File: config.mk
export PLATFORM = sky130hd
export DESIGN_NAME = valley_turn_on
export DESIGN_NICKNAME = d
export VERILOG_FILES = /design/src/include/valley_pkg.sv /design/src/design/interval_timer.sv /design/src/design/valley_turn_on.sv
export SDC_FILE = /design/constraint.sdc
export NUM_CORES = 1
export LEC_CHECK = 0
export ABC_AREA = 1
export BUFFER_PORTS_ARGS = -buffer_cell sky130_fd_sc_hd__buf_2
export CORE_AREA = 2 2 112 114
export CTS_CLUSTER_SIZE = 14
export DETAILED_ROUTE_END_ITERATION = 8
export DIE_AREA = 0 0 114 116
export PLACE_DENSITY = 0.7
export SLEW_MARGIN = 20
export SYNTH_ARGS = -nofsm -noshare
export SYNTH_HDL_FRONTEND = slang
export SYNTH_HIERARCHICAL = 1
export SYNTH_SLANG_ARGS = --single-unit
export TNS_END_PERCENT = 20
File: constraint.sdc
create_clock -name mclk -period 2.2 [get_ports mclk]
set_clock_uncertainty 0.1 [all_clocks]
set_input_delay 0.66 -clock mclk [delete_from_list [all_inputs] [get_ports mclk]]
set_output_delay 0.66 -clock mclk [all_outputs]
set_load 0.02 [all_outputs]
File: src/include/valley_pkg.sv
// Purpose: constants for the valley-switching turn-on control block
// Assumes: 200 MHz mclk (5 ns period)
// Notes: times kept in ns or kHz as printed; cycle counts derived from them
package valley_pkg;
    localparam int CLK_MHZ = 200;
    localparam int CLK_PERIOD_PS = 5000;
    // frequency-limit oscillator, both variants
    localparam int LIMIT_FREQ_LOW_KHZ = 136;
    localparam int LIMIT_FREQ_HIGH_KHZ = 225;
    localparam int LIMIT_CYC_LOW = (CLK_MHZ * 1000) / LIMIT_FREQ_LOW_KHZ;
    localparam int LIMIT_CYC_HIGH = (CLK_MHZ * 1000) / LIMIT_FREQ_HIGH_KHZ;
    // blanking after turn-off, in ns (2,5 us and 6,3 us)
    localparam int BLANK_SHORT_NS = 2500;
    localparam int BLANK_LONG_NS = 6300;
    localparam int BLANK_SHORT_CYC = (BLANK_SHORT_NS * 1000) / CLK_PERIOD_PS;
    localparam int BLANK_LONG_CYC = (BLANK_LONG_NS * 1000) / CLK_PERIOD_PS;
    // turn-on delay after trigger edge, aimed at the drain valley
    localparam int VALLEY_DELAY_NS = 100;
    localparam int VALLEY_DELAY_CYC = (VALLEY_DELAY_NS * 1000 + CLK_PERIOD_PS - 1) / CLK_PERIOD_PS;
    // starter and minimum frequencies (plain defaults)
    localparam int STARTER_FREQ_KHZ = 20;
    localparam int STARTER_CYC = (CLK_MHZ * 1000) / STARTER_FREQ_KHZ;
    localparam int MIN_FREQ_KHZ = 15;
    localparam int MIN_CYC = (CLK_MHZ * 1000) / MIN_FREQ_KHZ;
    // fixed maximum on-time; ends the pulse if turnOffReq has not come first
    localparam int ON_TIME_NS = 2000;
    localparam int ON_TIME_CYC = (ON_TIME_NS * 1000) / CLK_PERIOD_PS;
    // counter width covers the longest count
    localparam int CNT_W = 16;
    // supply charge current codes
    localparam logic [1:0] CHARGE_OFF = 2'h0;
    localparam logic [1:0] CHARGE_NORMAL = 2'h1; // 3 mA
    localparam logic [1:0] CHARGE_REDUCED = 2'h2; // 0.6 mA

    typedef enum logic [1:0] {
        SUP_CHARGE = 2'b00,
        SUP_RUN = 2'b01,
        SUP_WAIT = 2'b10
    } supply_state_type;
endpackage

File: src/design/interval_timer.sv
// Purpose: loadable down-counter with done flag
// Assumes: load wins over counting
// Notes: used for oscillator, blanking, valley delay, starter and on-time
`timescale 1ns/10ps
module interval_timer (
    // clock and reset
    input wire logic mclk,
    input wire logic rst_n,
    // control
    input wire logic load,
    input wire logic [valley_pkg::CNT_W-1:0] loadValue,
    // status
    output logic done
);
    import valley_pkg::*;
    logic [CNT_W-1:0] count_r;

    // count down to zero and hold there
    always_ff @(posedge mclk) begin
        if (!rst_n) begin
            count_r <= '0;
        end else if (load) begin
            count_r <= loadValue;
        end else if (count_r != '0) begin
            count_r <= count_r - 1'b1;
        end
    end

    // done is registered so it never depends on the load input combinationally
    always_ff @(posedge mclk) begin
        if (!rst_n) begin
            done <= 1'b1;
        end else begin
            done <= !load && (count_r <= {{(CNT_W-1){1'b0}}, 1'b1});
        end
    end
endmodule

File: src/design/valley_turn_on.sv
// Purpose: turn-on timing of a valley-switching flyback controller
// Assumes: rst_n follows undervoltage lockout; on-time ended by turnOffReq or fixed max
// Notes: highVariant picks the oscillator rate; strapped, sampled while in reset
`timescale 1ns/10ps
module valley_turn_on (
    // clock and reset
    input wire logic mclk,
    input wire logic rst_n,
    // configuration
    input wire logic highVariant,
    // comparator inputs, already synchronous
    input wire logic armAbove,
    input wire logic triggerBelow,
    input wire logic strobeValid,
    input wire logic strobeAbove1v,
    input wire logic supplyOn,
    input wire logic supplyRestart,
    input wire logic lineStart,
    input wire logic faultSeen,
    input wire logic turnOffReq,
    // outputs
    output logic gateOn_r,
    output logic [1:0] chargeSel_r,
    output logic longBlank_r,
    output logic valleySyncedMode_r
);
    import valley_pkg::*;

    // ----------------------------------------
    // supply start-up and restart
    // ----------------------------------------
    supply_state_type supState_r;
    logic faultRestart_r;
    logic variant_r;

    // strap caught by a clocked process while reset is held
    always_ff @(posedge mclk) begin
        if (!rst_n) begin
            variant_r <= highVariant;
        end
    end

    // a fault latches reduced charging for the next restart attempt
    always_ff @(posedge mclk) begin
        if (!rst_n) begin
            faultRestart_r <= 1'b0;
        end else if (faultSeen) begin
            faultRestart_r <= 1'b1;
        end else if (supState_r == SUP_CHARGE && supplyOn) begin
            faultRestart_r <= 1'b0;
        end
    end

    // charge, run, then wait for supply to sag below restart level
    always_ff @(posedge mclk) begin
        if (!rst_n) begin
            supState_r <= SUP_CHARGE;
            chargeSel_r <= CHARGE_OFF;
        end else begin
            case (supState_r)
                SUP_CHARGE: begin
                    if (supplyOn) begin
                        supState_r <= SUP_RUN;
                        chargeSel_r <= CHARGE_OFF;
                    end else if (lineStart) begin
                        chargeSel_r <= faultRestart_r ? CHARGE_REDUCED : CHARGE_NORMAL;
                    end else begin
                        chargeSel_r <= CHARGE_OFF;
                    end
                end
                SUP_RUN: begin
                    if (!supplyOn || faultSeen) begin
                        supState_r <= SUP_WAIT;
                    end
                end
                SUP_WAIT: begin
                    chargeSel_r <= CHARGE_OFF;
                    if (supplyRestart && lineStart) begin
                        supState_r <= SUP_CHARGE;
                    end
                end
                default: begin
                    supState_r <= SUP_CHARGE;
                    chargeSel_r <= CHARGE_OFF;
                end
            endcase
        end
    end

    wire logic running = (supState_r == SUP_RUN) && !faultSeen;

    // ----------------------------------------
    // edge detect and arming
    // ----------------------------------------
    logic armPrev_r;
    logic trigPrev_r;
    logic armed_r;
    logic turnOnPulse;
    logic turnOffPulse;
    logic oscDone;
    logic blankDone;
    logic delayDone;
    logic delayRun_r;

    wire logic armRise = armAbove && !armPrev_r;
    wire logic trigFall = triggerBelow && !trigPrev_r;
    // inhibit spans the longer of oscillator remainder and blanking
    wire logic inhibit = !oscDone || !blankDone;

    always_ff @(posedge mclk) begin
        if (!rst_n) begin
            armPrev_r <= 1'b0;
            trigPrev_r <= 1'b0;
        end else begin
            armPrev_r <= armAbove;
            trigPrev_r <= triggerBelow;
        end
    end

    // arm on rising edge, consume on any falling edge outside blanking
    always_ff @(posedge mclk) begin
        if (!rst_n) begin
            armed_r <= 1'b0;
        end else if (gateOn_r || !blankDone) begin
            armed_r <= 1'b0;
        end else if (armRise) begin
            armed_r <= 1'b1;
        end else if (trigFall) begin
            armed_r <= 1'b0;
        end
    end

    // valid trigger starts the valley delay
    wire logic trigTake = running && armed_r && trigFall && !inhibit && !gateOn_r;

    always_ff @(posedge mclk) begin
        if (!rst_n) begin
            delayRun_r <= 1'b0;
        end else if (trigTake) begin
            delayRun_r <= 1'b1;
        end else if (delayDone || turnOnPulse) begin
            delayRun_r <= 1'b0;
        end
    end

    // ----------------------------------------
    // starter and protection timing
    // ----------------------------------------
    logic starterDone;
    logic armSeen_r;
    logic stuckHigh_r;

    // armed operation seen since last turn-on; otherwise starter runs
    always_ff @(posedge mclk) begin
        if (!rst_n) begin
            armSeen_r <= 1'b0;
        end else if (turnOnPulse) begin
            armSeen_r <= 1'b0;
        end else if (armRise) begin
            armSeen_r <= 1'b1;
        end
    end

    // sense held above arm level counts as stuck; an off-time rise counts too,
    // otherwise an arm with no trigger after it would stop switching for good
    always_ff @(posedge mclk) begin
        if (!rst_n) begin
            stuckHigh_r <= 1'b0;
        end else if (turnOffPulse) begin
            stuckHigh_r <= armAbove;
        end else if (armRise && !gateOn_r) begin
            stuckHigh_r <= 1'b1;
        end else if (!armAbove) begin
            stuckHigh_r <= 1'b0;
        end
    end

    wire logic starterFire = !armSeen_r && !stuckHigh_r && starterDone;
    wire logic minFire = stuckHigh_r && starterDone;

    assign turnOnPulse = running && !gateOn_r && blankDone &&
        ((delayRun_r && delayDone) || starterFire || minFire);

    // ----------------------------------------
    // gate and on-time
    // ----------------------------------------
    logic onDone;
    assign turnOffPulse = gateOn_r && (turnOffReq || onDone || !running);

    always_ff @(posedge mclk) begin
        if (!rst_n) begin
            gateOn_r <= 1'b0;
            valleySyncedMode_r <= 1'b0;
        end else if (turnOnPulse) begin
            gateOn_r <= 1'b1;
            valleySyncedMode_r <= delayRun_r;
        end else if (turnOffPulse) begin
            gateOn_r <= 1'b0;
        end
    end

    // blanking length from the strobed sample of the previous off-time
    always_ff @(posedge mclk) begin
        if (!rst_n) begin
            longBlank_r <= 1'b1;
        end else if (strobeValid && !gateOn_r) begin
            longBlank_r <= !strobeAbove1v;
        end
    end

    // ----------------------------------------
    // timers
    // ----------------------------------------
    wire logic [CNT_W-1:0] oscLoad = variant_r ? CNT_W'(LIMIT_CYC_HIGH) : CNT_W'(LIMIT_CYC_LOW);
    wire logic [CNT_W-1:0] blankLoad = longBlank_r ? CNT_W'(BLANK_LONG_CYC)
        : CNT_W'(BLANK_SHORT_CYC);
    wire logic [CNT_W-1:0] starterLoad = stuckHigh_r ? CNT_W'(MIN_CYC) : CNT_W'(STARTER_CYC);

    interval_timer oscTimer (
        .mclk(mclk),
        .rst_n(rst_n),
        .load(turnOnPulse),
        .loadValue(oscLoad),
        .done(oscDone)
    );

    interval_timer blankTimer (
        .mclk(mclk),
        .rst_n(rst_n),
        .load(turnOffPulse),
        .loadValue(blankLoad),
        .done(blankDone)
    );

    interval_timer delayTimer (
        .mclk(mclk),
        .rst_n(rst_n),
        .load(trigTake),
        .loadValue(CNT_W'(VALLEY_DELAY_CYC)),
        .done(delayDone)
    );

    interval_timer starterTimer (
        .mclk(mclk),
        .rst_n(rst_n),
        .load(turnOnPulse),
        .loadValue(starterLoad),
        .done(starterDone)
    );

    interval_timer onTimer (
        .mclk(mclk),
        .rst_n(rst_n),
        .load(turnOnPulse),
        .loadValue(CNT_W'(ON_TIME_CYC)),
        .done(onDone)
    );
endmodule

Word level (Yosys, flattened, before mapping) --
Cells that the tools add are included.
Word-level totals: flip-flop bits (word level) 100, bits of input ports 12, output and inout port bits 5, word-level logic and storage cells 140
Operators by class: add/sub/neg operators 5, order comparisons 5, equal/unequal tests 6, muxes and demuxes 32, bitwise logic cells 1, reduce and logical (&&, ||, !) cells 66
Operator list (number):
- $mux W16 | 6
- $le A16 B1 Y1 const B | 5
- $reduce_bool A16 Y1 | 5
- $sub A16 B1 Y16 const B | 5
- $logic_and A1 B1 Y1 | 24
- $mux W11 | 2
- $mux W9 | 2
- $reduce_bool A2 Y1 | 9
- $logic_not A1 Y1 | 15
- $mux W13 | 1
- $mux W2 | 6
- $mux W1 | 11
- $mux W5 | 2
- $logic_or A1 B1 Y1 | 8
- $ne A2 B2 Y1 const B | 3
- $pmux W2 S3 | 1
- $reduce_or A2 Y1 | 3
- $pmux W2 S2 | 1
- $ne A3 B1 Y1 const B | 1
- $reduce_and A3 Y1 | 1
- $eq A2 B1 Y1 const B | 1
- $eq A2 B2 Y1 const B | 1
- $logic_not A2 Y1 | 1
- $not A1 Y1 | 1

Logic depth before layout (Yosys ltp) --
Gate-level depths: netlist of the first run.
depth after elaboration 9, gate-level depth with buffers 13, mapped depth without buffers 11

By module --
Netlist of the first run, hierarchy kept.
By module, submodules not included:
- interval_timer at blankTimer ... | instances 4, cells an instance 184, area an instance 1163.6 µm², sequential area each 340.3 µm²
- interval_timer at starterTimer | instances 1, cells an instance 181, area an instance 1137.3 µm², sequential area each 340.3 µm²
- valley_turn_on | instances 1, cells an instance 89, area an instance 664.4 µm², sequential area each 310.3 µm²

Least setup slack after synthesis of the first run --
Ideal clock, no wire load.
kind input-to-reg, start input faultSeen, end register starterTimer.count_r[0], setup time 122 ps, arrival time 1766 ps, data required time 1978 ps, path slack 212 ps, stages 10, buffers on the path 2, path through inv_1 -> nand3_4 -> nor2_4 -> nand2_4 -> inv_1 -> buf_2 -> inv_1 -> clkbuf_4 -> o21ai_0 -> nor3_2
On the way: cells in the longest elaborated chain, start to end 6, elaborated cells on any way between the ends 7, those cells by class mux: 1; reduce/logical: 6
Ends and longest elaborated chain:
- from (decl) | line valley_turn_on.sv:19 | input wire logic faultSeen,
- $logic_not A1 Y1 * | line valley_turn_on.sv:90 | wire logic running = (supState_r == SUP_RUN) && !faultSeen;
- $logic_and A1 B1 Y1 * | line valley_turn_on.sv:90
- $logic_and A1 B1 Y1 * (3 in series) | line valley_turn_on.sv:181 | assign turnOnPulse = running && !gateOn_r && blankDone &&
- via turnOnPulse | line valley_turn_on.sv:98 | logic turnOnPulse;
- $mux W16 / $reduce_bool A2 Y1 (equally long branches)
- to (signal assigned) | line interval_timer.sv:23 | count_r <= loadValue;
- to (signal assigned) | line interval_timer.sv:25 | count_r <= count_r - 1'b1;
- to (decl) | line interval_timer.sv:16 | logic [CNT_W-1:0] count_r;
The timed path passes the listed nets; every way through them passes the cells marked *. A chain may end at the register's enable or synchronous reset.

Worst setup path in the final report of the first run --
start register gateOn_r, end register onTimer.count_r[15]
On the way: cells in the longest elaborated chain, start to end 5
Ends and longest elaborated chain:
- from (decl) | line valley_turn_on.sv:22 | output logic gateOn_r,
- from (signal assigned) | line valley_turn_on.sv:192 | gateOn_r <= 1'b0;
- from (signal assigned) | line valley_turn_on.sv:195 | gateOn_r <= 1'b1;
- from (signal assigned) | line valley_turn_on.sv:198 | gateOn_r <= 1'b0;
- $logic_not A1 Y1 | line valley_turn_on.sv:181
- $logic_and A1 B1 Y1 (3 in series) | line valley_turn_on.sv:181
- via turnOnPulse | line valley_turn_on.sv:98
- $reduce_or A2 Y1 (no line)
- to (signal assigned) | line interval_timer.sv:23
- to (signal assigned) | line interval_timer.sv:25
- to (decl) | line interval_timer.sv:16
The timed path passes the listed nets, and every way through them passes these cells.

==> results of run 1 <==
## state kept, by name, summed over array words and instances, names as in the netlist
signal                flops
armPrev_r                 1
armSeen_r                 1
armed_r                   1
blankTimer/count_r       16
blankTimer/done           1
chargeSel_r               2
delayRun_r                1
delayTimer/count_r       16
delayTimer/done           1
faultRestart_r            1
gateOn_r                  1
longBlank_r               1
onTimer/count_r          16
onTimer/done              1
oscTimer/count_r         16
oscTimer/done             1
starterTimer/count_r     16
starterTimer/done         1
stuckHigh_r               1
supState_r                2
trigPrev_r                1
valleySyncedMode_r        1
variant_r                 1
## worst register-to-register path, stage by stage, from the launching register on
cell and delay, ps:
dfxtp_1 410, inv_1 80, nand2_1 150, nor2_4 70, nand2_4 60, inv_1 90
buf_4 150, inv_2 180, nand3_4 150, buf_4 180, nand2_1 60, nor2_1 30
## layer usage
metal / routed length, µm / vias to the layer above
met4: 115 / 0
met5: 0 / -
met1: 7040 / 2581
met2: 5880 / 72
li1: - / 3288
met3: 515 / 7
## synthesized netlist by cell type
cell type | instances | area, µm²
nand2_1 | 336 | 1260
nor2_1 | 125 | 469
nand3_1 | 107 | 536
dfxtp_1 | 99 | 1980
inv_1 | 87 | 327
a21oi_1 | 37 | 185
o21ai_0 | 32 | 160
nor2_4 | 20 | 225
nor2_2 | 19 | 119
nor3_1 | 12 | 60.1
nand2_2 | 11 | 68.8
a21oi_2 | 10 | 87.6
clkbuf_1 | 10 | 37.5
ha_1 | 10 | 125
inv_2 | 10 | 37.5
nand2_4 | 10 | 113
xor2_1 | 9 | 78.8
or2_2 | 8 | 50.1
nand3_4 | 6 | 105
buf_2 | 5 | 25.0
nor2_8 | 5 | 100
xnor2_1 | 5 | 43.8
buf_4 | 4 | 30.0
clkinv_2 | 4 | 20.0
nand4_2 | 4 | 50.1
o211ai_1 | 4 | 30.0
o21ai_1 | 4 | 20.0
or2_1 | 4 | 25.0
conb_1 | 2 | 7.51
clkbuf_4 | 1 | 7.51
edfxtp_1 | 1 | 30.0
nand3_2 | 1 | 10.0
nand3b_1 | 1 | 7.51
nand4_1 | 1 | 6.26
nor3_2 | 1 | 10.0
nor4_1 | 1 | 6.26
## where the power goes
group | total, mW | internal, mW | switching (mW) | leakage, nW
clock network | 1.64 | 0.901 | 0.739 | 0.149
registers | 3.00 | 2.40 | 0.600 | 0.825
logic | 6.35 | 2.37 | 3.98 | 2.67
total | 11.0 | 5.68 | 5.32 | 3.64
## how the worst max path moves through the flow
stage	startpoint	to	slack (ps)	cells after the start
floorplan	faultSeen	starterTimer/count_r[0]$_SDFFE_PN0P_	210	10
global placement	faultSeen	onTimer/count_r[6]$_SDFFE_PN0P_	30	11
detailed placement	faultSeen	onTimer/count_r[6]$_SDFFE_PN0P_	20	11
CTS	gateOn_r$_SDFFE_PN0P_	onTimer/count_r[8]$_SDFFE_PN0P_	320	11
global route	stuckHigh_r$_SDFFE_PN0P_	starterTimer/count_r[4]$_SDFFE_PN0P_	140	11
finish	gateOn_r$_SDFFE_PN0P_	onTimer/count_r[15]$_SDFFE_PN0P_	340	11
## cell families after synthesis
family | synth area share (%)
compound gates | 7.48
xor+xnor | 1.90
other cells | 0.116
fa+ha+maj | 1.94
flops | 31.2
simple gates | 49.9
buf+inv | 7.50
## through the flow
| stage | cells | setup WS [ps] | utilization, % | cell area (µm²) | hold WS (ps) |
|---|---|---|---|---|---|
| 2_1_floorplan | 1069 | 212 | - | 6690 | 349 |
| 3_3_place_gp | 1232 | 33.3 | 59.0 | 7030 | 355 |
| 3_5_place_dp | 1232 | 19.4 | 59.0 | 7030 | 356 |
| 4_1_cts | 1248 | 324 | 61.5 | 7330 | 368 |
| 5_1_grt | 1248 | 141 | 61.5 | 7330 | 384 |
| 6_report | 1248 | 342 | 61.5 | 7330 | 368 |
## layout make-up
| class | instances | area (µm²) | share of cell area, % |
|---|---|---|---|
| timing repair buffer | 36 | 243 | 3.31 |
| sequential | 100 | 2010 | 27.4 |
| tap | 147 | 184 | 2.51 |
| clock inverter | 7 | 80.1 | 1.09 |
| multi-input combinational | 848 | 4200 | 57.3 |
| inverter | 101 | 384 | 5.24 |
| clock buffer | 9 | 225 | 3.07 |
==> key figures, run 1 <==
Placement
  – HPWL after detailed placement: 10000 µm
  – Final GP Congestion: ~0.85
  – IO buf count: 16

Worst setup path
  – Sequence of cells on the critical path: inv_1 -> nand2_1 -> nor2_4 -> nand2_4 -> inv_1 -> buf_4 -> inv_2 -> nand3_4 -> buf_4 -> nand2_1 -> nor2_1
  – Worst path bufs/invs: 5
  – Worst endpoint data arrival time: 1970 ps
  – Slowest cell on the critical path: dfxtp_1
  – WP data required: about 2300 ps
  – Startpoint types: flip-flop
  – Reg2reg start: gateOn_r$_SDFFE_PN0P_
  – FF-to-FF setup slack: about 340 ps
  – CP Capture Type: flip-flop
  – Reg2Reg Depth: 11
  – Critical path type: flip-flop to flip-flop
  – CP delay by family, top: buffers and inverters
  – Max incr delay on CP: 410 ps
  – Worst Path Max Fanout: 13
  – Crit Reg-Reg Endpoint: onTimer/count_r[15]$_SDFFE_PN0P_

Global routing
  – Grt met1 use: 30.6%
  – Global-route wire length before repair: around 24000 µm
  – Met2 usage: a little over a third
  – Global route hottest layer: met2
  – Initial antenna violation count: 0
  – Pin count of the biggest net entering global routing: 21
  – GR Layer Usage met3: 5.18%
  – Global-route usage over all layers: approximately 22%
  – Number of global-route vias before repair: between 5000 and 6000
  – Global route overflow: 0

CTS
  – TritonCTS buffer count: 9
  – Clock latency at the later pin of the worst-skew pair: 350 ps
  – Sink Count: 100
  – CTS root buffer: clkbuf_16
  – CTS tree: built
  – Post-CTS setup buffers: 0
  – CTS Buffer Depth: 2
  – Clk slew on worst S/H paths: approximately 70 ps
  – Post-CTS Resized: 0
  – CTS HTree Levels: 3
  – Hold_buf cts: 0

Floorplan
  – I/O pin cnt: 17
  – Core ar.: about 12000 µm²
  – Vert. Die Dim: 116 µm
  – Die Area: around 13000 µm²
  – Row cnt: 40
  – Die Width: about 110 µm
  – Initial Utilization: a little over half

Detailed routing
  – Iteration-0 DRC Markers: about 400
  – DR DRC count: 0
  – Vias per inst: between 4 and 5
  – Wire per inst: 10.9 µm
  – First-pass DRT Iterations: 5
  – ANT nets after route: 0
  – Drt total wl: approximately 14000 µm
  – Detailed-route via count: between 5000 and 6000

Finish
  – Fill count: 1186
  – Most frequent cells in the layout: nand2_1 (336), nor2_1 (125), nand3_1 (107), dfxtp_1 (99), inv_1 (87)
  – ANT cells: 0
  – Proportion of layout cells with a drive suffix above 1: between 10% and 20%
  – Final nets: between 1000 and 1500
  – Area growth syn-to-layout: 13.5%
  – Most common cell after layout, fill and taps aside: nand2_1

STA
  – RSZ-0062 raised after global routing: no
  – Slew @ Worst Pin: slightly above 600 ps
  – Setup_tns: 0 ps
  – Final setup fails: 0
  – Slew margin rel.: 59.2%
  – Max Slew Vio Count: 0
  – Fmax: 0.538 GHz
  – Fin crit period: ~1900 ps
  – Final hold vios: 0
  – Tcrit/Tclk final: a little over four fifths

Hold path
  – Hold endpoint: chargeSel_r[1]$_SDFFE_PN0P_
  – Hold path startpoint: chargeSel_r[1]$_SDFFE_PN0P_
  – Hold Path Depth: 2
  – Hold Crit Class: flip-flop to flip-flop

Synthesis
  – Distinct cells, synth: 36
  – Yosys warns: 6
  – Post-Syn Area: about 6500 µm²
  – Sequential fraction of the synthesis area: 31.2%
  – Synth Register Bits: 100
  – Synth Instances: 1006
  – Mapped Avg Cell Area: between 6 and 7 µm²

Job
  – Max-cap viol count: 0

Power and ir drop
  – PwrDens: roughly 1500 nW/µm²
  – Total Power: about 11 mW
  – Static leakage: 3.64 nW
  – Peak VDD IR: 0.709 mV

Run status
  – Status: finished, final reports clean
Note: power is estimated with default switching activity, not from simulation.
==> run 2, diff against run 1 <==
- PLACE_DENSITY: 0.7 -> 0.73
- clock period: 2.2 -> 1.6 ns (I/O delays scaled with it)
==> run 2 against run 1 <==
Design area up 8.3%; sequential share of layout area down 2.1 points; flip-flop and latch count unchanged; largest power group unchanged; final cell count up 3.8%; worst setup slack got worse by 300 ps; critical endpoint is now gateOn_r; critical path depth fell by 9; highest routed layer unchanged.
==> key figures, run 2 (synthesis gave the netlist of run 1 again) <==
Run status
  – Status: finished, final reports clean

Floorplan
  – Core ar.: 11900 µm² (unchanged)
  – I/O pin cnt: 17 (unchanged)
  – Row cnt: 40 (unchanged)
  – Initial Utilization: 54.2% (unchanged)
  – Die Area: 13200 µm² (unchanged)
  – Die Width: 114 µm (unchanged)
  – Vert. Die Dim: 116 µm (unchanged)

Power and ir drop
  – PwrDens: 2050 nW/µm² (+36%)
  – Flop pwr share: 25.2% (-2.1 points)
  – Static leakage: 3.93 nW (+7.9%)
  – Combinational group share of total power: 60.5% (+2.7 points)
  – Peak VDD IR: 0.975 mV (+38%)
  – Clock network fraction of design power: 14.4% (-0.5 points)
  – P_sw: 7.81 mW (+47%)
  – Switch share: 48.1% (-0.30 points)
  – P_int: 8.43 mW (+49%)

Placement
  – Placed Cells: 1275 (+3.5%)
  – Placed Area: 7440 µm² (+5.9%)
  – IO buf count: 16 (unchanged)
  – HPWL after detailed placement: 10800 µm (+7.8%)
  – Placement Setup Slack: -236 ps (-255 ps)
  – Final GP Congestion: 0.863 (+1.5%)

Detailed routing
  – Iteration-0 DRC Markers: 306 (-24%)
  – Detailed-route via count: 6246 (+5.0%)
  – First-pass DRT Iterations: 4 (-1)
  – Vias per inst: 4.82 (+1.1%)
  – ANT nets after route: 0 (unchanged)
  – Drt total wl: 14400 µm (+6.1%)
  – DR DRC count: 0 (unchanged)
  – Wire per inst: 11.1 µm (+2.2%)

Worst setup path
  – Slowest cell on the critical path: dfxtp_2
  – Reg2Reg Depth: 10 (-1)
  – FF-to-FF setup slack: 60 ps (-280 ps)
  – Critical path type: flip-flop to primary output
  – CP delay by family, top: flip-flops
  – CP Capture Type: primary output
  – Worst endpoint data arrival time: 980 ps (-990 ps)
  – Worst path bufs/invs: 2 (-3)
  – Reg2reg start: supState_r[1]$_SDFFE_PN0P_
  – Max incr delay on CP: 330 ps (-80 ps)
  – Crit Reg-Reg Endpoint: oscTimer/count_r[1]$_SDFFE_PN0P_
  – Worst Path Max Fanout: 4 (-9)
  – Startpoint types: flip-flop
  – WP data required: 1020 ps (-1290 ps)
  – Sequence of cells on the critical path: buf_4 -> buf_2

Global routing
  – Global route hottest layer: met2
  – Met2 usage: 39.5% (+4.1 points)
  – Global-route wire length before repair: 23900 µm (+0.52%)
  – GR Layer Usage met3: 3.03% (-2.1 points)
  – Pin count of the biggest net entering global routing: 20 (-4.8%)
  – Grt met1 use: 26.9% (-3.7 points)
  – Global route overflow: 0 (unchanged)
  – Number of global-route vias before repair: 5555 (+5.6%)
  – Global-route usage over all layers: 22.1% (+0.023 points)
  – Initial antenna violation count: 0 (unchanged)

Finish
  – Most common cell after layout, fill and taps aside: nand2_1
  – Finished Cell Area: 7940 µm² (+8.3%)
  – Final core occ: 66.6% (+5.1 points)
  – Reg area: 2020 µm² (+0.19%)
  – ANT cells: 0 (unchanged)
  – Most frequent cells in the layout: nand2_1 (332), nor2_1 (125), nand3_1 (104), dfxtp_1 (96), inv_1 (80)
  – Proportion of layout cells with a drive suffix above 1: 20.3% (+5.6 points)
  – Non-Filler Instances: 1296 (+3.8%)
  – Fill count: 1086 (-8.4%)
  – Final nets: 1166 (+4.3%)
  – Area taken by multi-input logic gates: 4350 µm² (+3.6%)
  – Area growth syn-to-layout: 23.0%

CTS
  – CTS HTree Levels: 3 (unchanged)
  – TritonCTS buffer count: 9 (unchanged)
  – CTS tree: built
  – Clock latency at the later pin of the worst-skew pair: 350 ps (about the same)
  – Clk slew on worst S/H paths: 80 ps (about the same)
  – CTS root buffer: clkbuf_16
  – CTS Buffer Depth: 2 (unchanged)
  – Sink Count: 100 (unchanged)

STA
  – Max Slew Vio Count: 0 (unchanged)
  – Final hold vios: 0 (unchanged)
  – Fmax: 0.643 GHz
  – RSZ-0062 raised after global routing: yes
  – Tcrit/Tclk final: between 90% and 100%
  – Final setup margin: 44.3 ps (-298 ps)
  – Setup_tns: 0 ps (unchanged)
  – Fin crit period: 1560 ps
  – Final setup fails: 0 (unchanged)

Hold path
  – Hold Path Depth: 2 (unchanged)
  – Hold path startpoint: strobeAbove1v
  – Hold Crit Class: input pin to flip-flop
  – Hold endpoint: longBlank_r$_SDFFE_PN1P_

Job
  – Max-cap viol count: 0 (unchanged)
-- run 2: cell count changes in the layout (fill, tap and decap cells not counted), moves of 4 or more --
cell and change:
buf_4 +42, ha_1 -5, ha_4 +4, inv_1 -7, inv_8 +4, nand2_1 -4, nand4_2 -4, nand4_4 +4
o21ai_0 -5, o21ai_1 +5
-- run 2: layout make-up --
cell class	count	share of cell area, %
Multi-Input combinational cell	849	54.8
Sequential cell	100	25.4
Timing Repair Buffer	83	8.07
Inverter	101	5.37
Clock buffer	9	2.84
Tap cell	147	2.32
Clock inverter	7	1.18
-- run 2: stage by stage --
step | power (mW) | hold slack (ps)
after floorplan | 11.5 | 348
after global placement | 13.3 | 351
after detailed placement | 13.5 | 353
after CTS | 15.9 | 196
after global routing | 17.8 | 201
final | 16.2 | 205
-- run 2: what timing repair did --
item | in CTS | in global routing
pin swaps | 0 | 11
gates cloned | 0 | 1
setup endpoints to repair | 8 | 69
hold buffers | 0 | 0
buffers inserted | 0 | 4
gates resized for setup | 2 | 34
-- run 2: how the worst max path moves through the flow --
stage,end,cells after the start,slack (ps),start
floorplan,delayTimer/count_r[0]$_SDFFE_PN0P_,9,-20,faultSeen
finish,gateOn_r,2,40,gateOn_r$_SDFFE_PN0P_
global route,starterTimer/count_r[2]$_SDFFE_PN0P_,11,-50,stuckHigh_r$_SDFFE_PN0P_
global placement,delayTimer/count_r[6]$_SDFFE_PN0P_,9,-200,faultSeen
detailed placement,oscTimer/count_r[1]$_SDFFE_PN0P_,11,-240,faultSeen
CTS,delayTimer/count_r[6]$_SDFFE_PN0P_,7,0.6,supState_r[0]$_SDFFE_PN0P_
-- run 2: power groups by stage --
stage               Clock, mW  Sequential (mW)  Combinational [mW]
floorplan                   0             3.99                7.47
global placement            0             4.11                9.20
detailed placement          0             4.12                9.38
CTS                      2.40             4.07                9.46
global route             2.49             4.19                11.1
finish                   2.33             4.08                9.82
-- run 2: per-layer routing --
| metal | up-vias | wire (µm) |
|---|---|---|
| met5 | - | 0 |
| met4 | 0 | 219 |
| met3 | 15 | 308 |
| met2 | 56 | 7110 |
| met1 | 2780 | 6750 |
| li1 | 3395 | - |
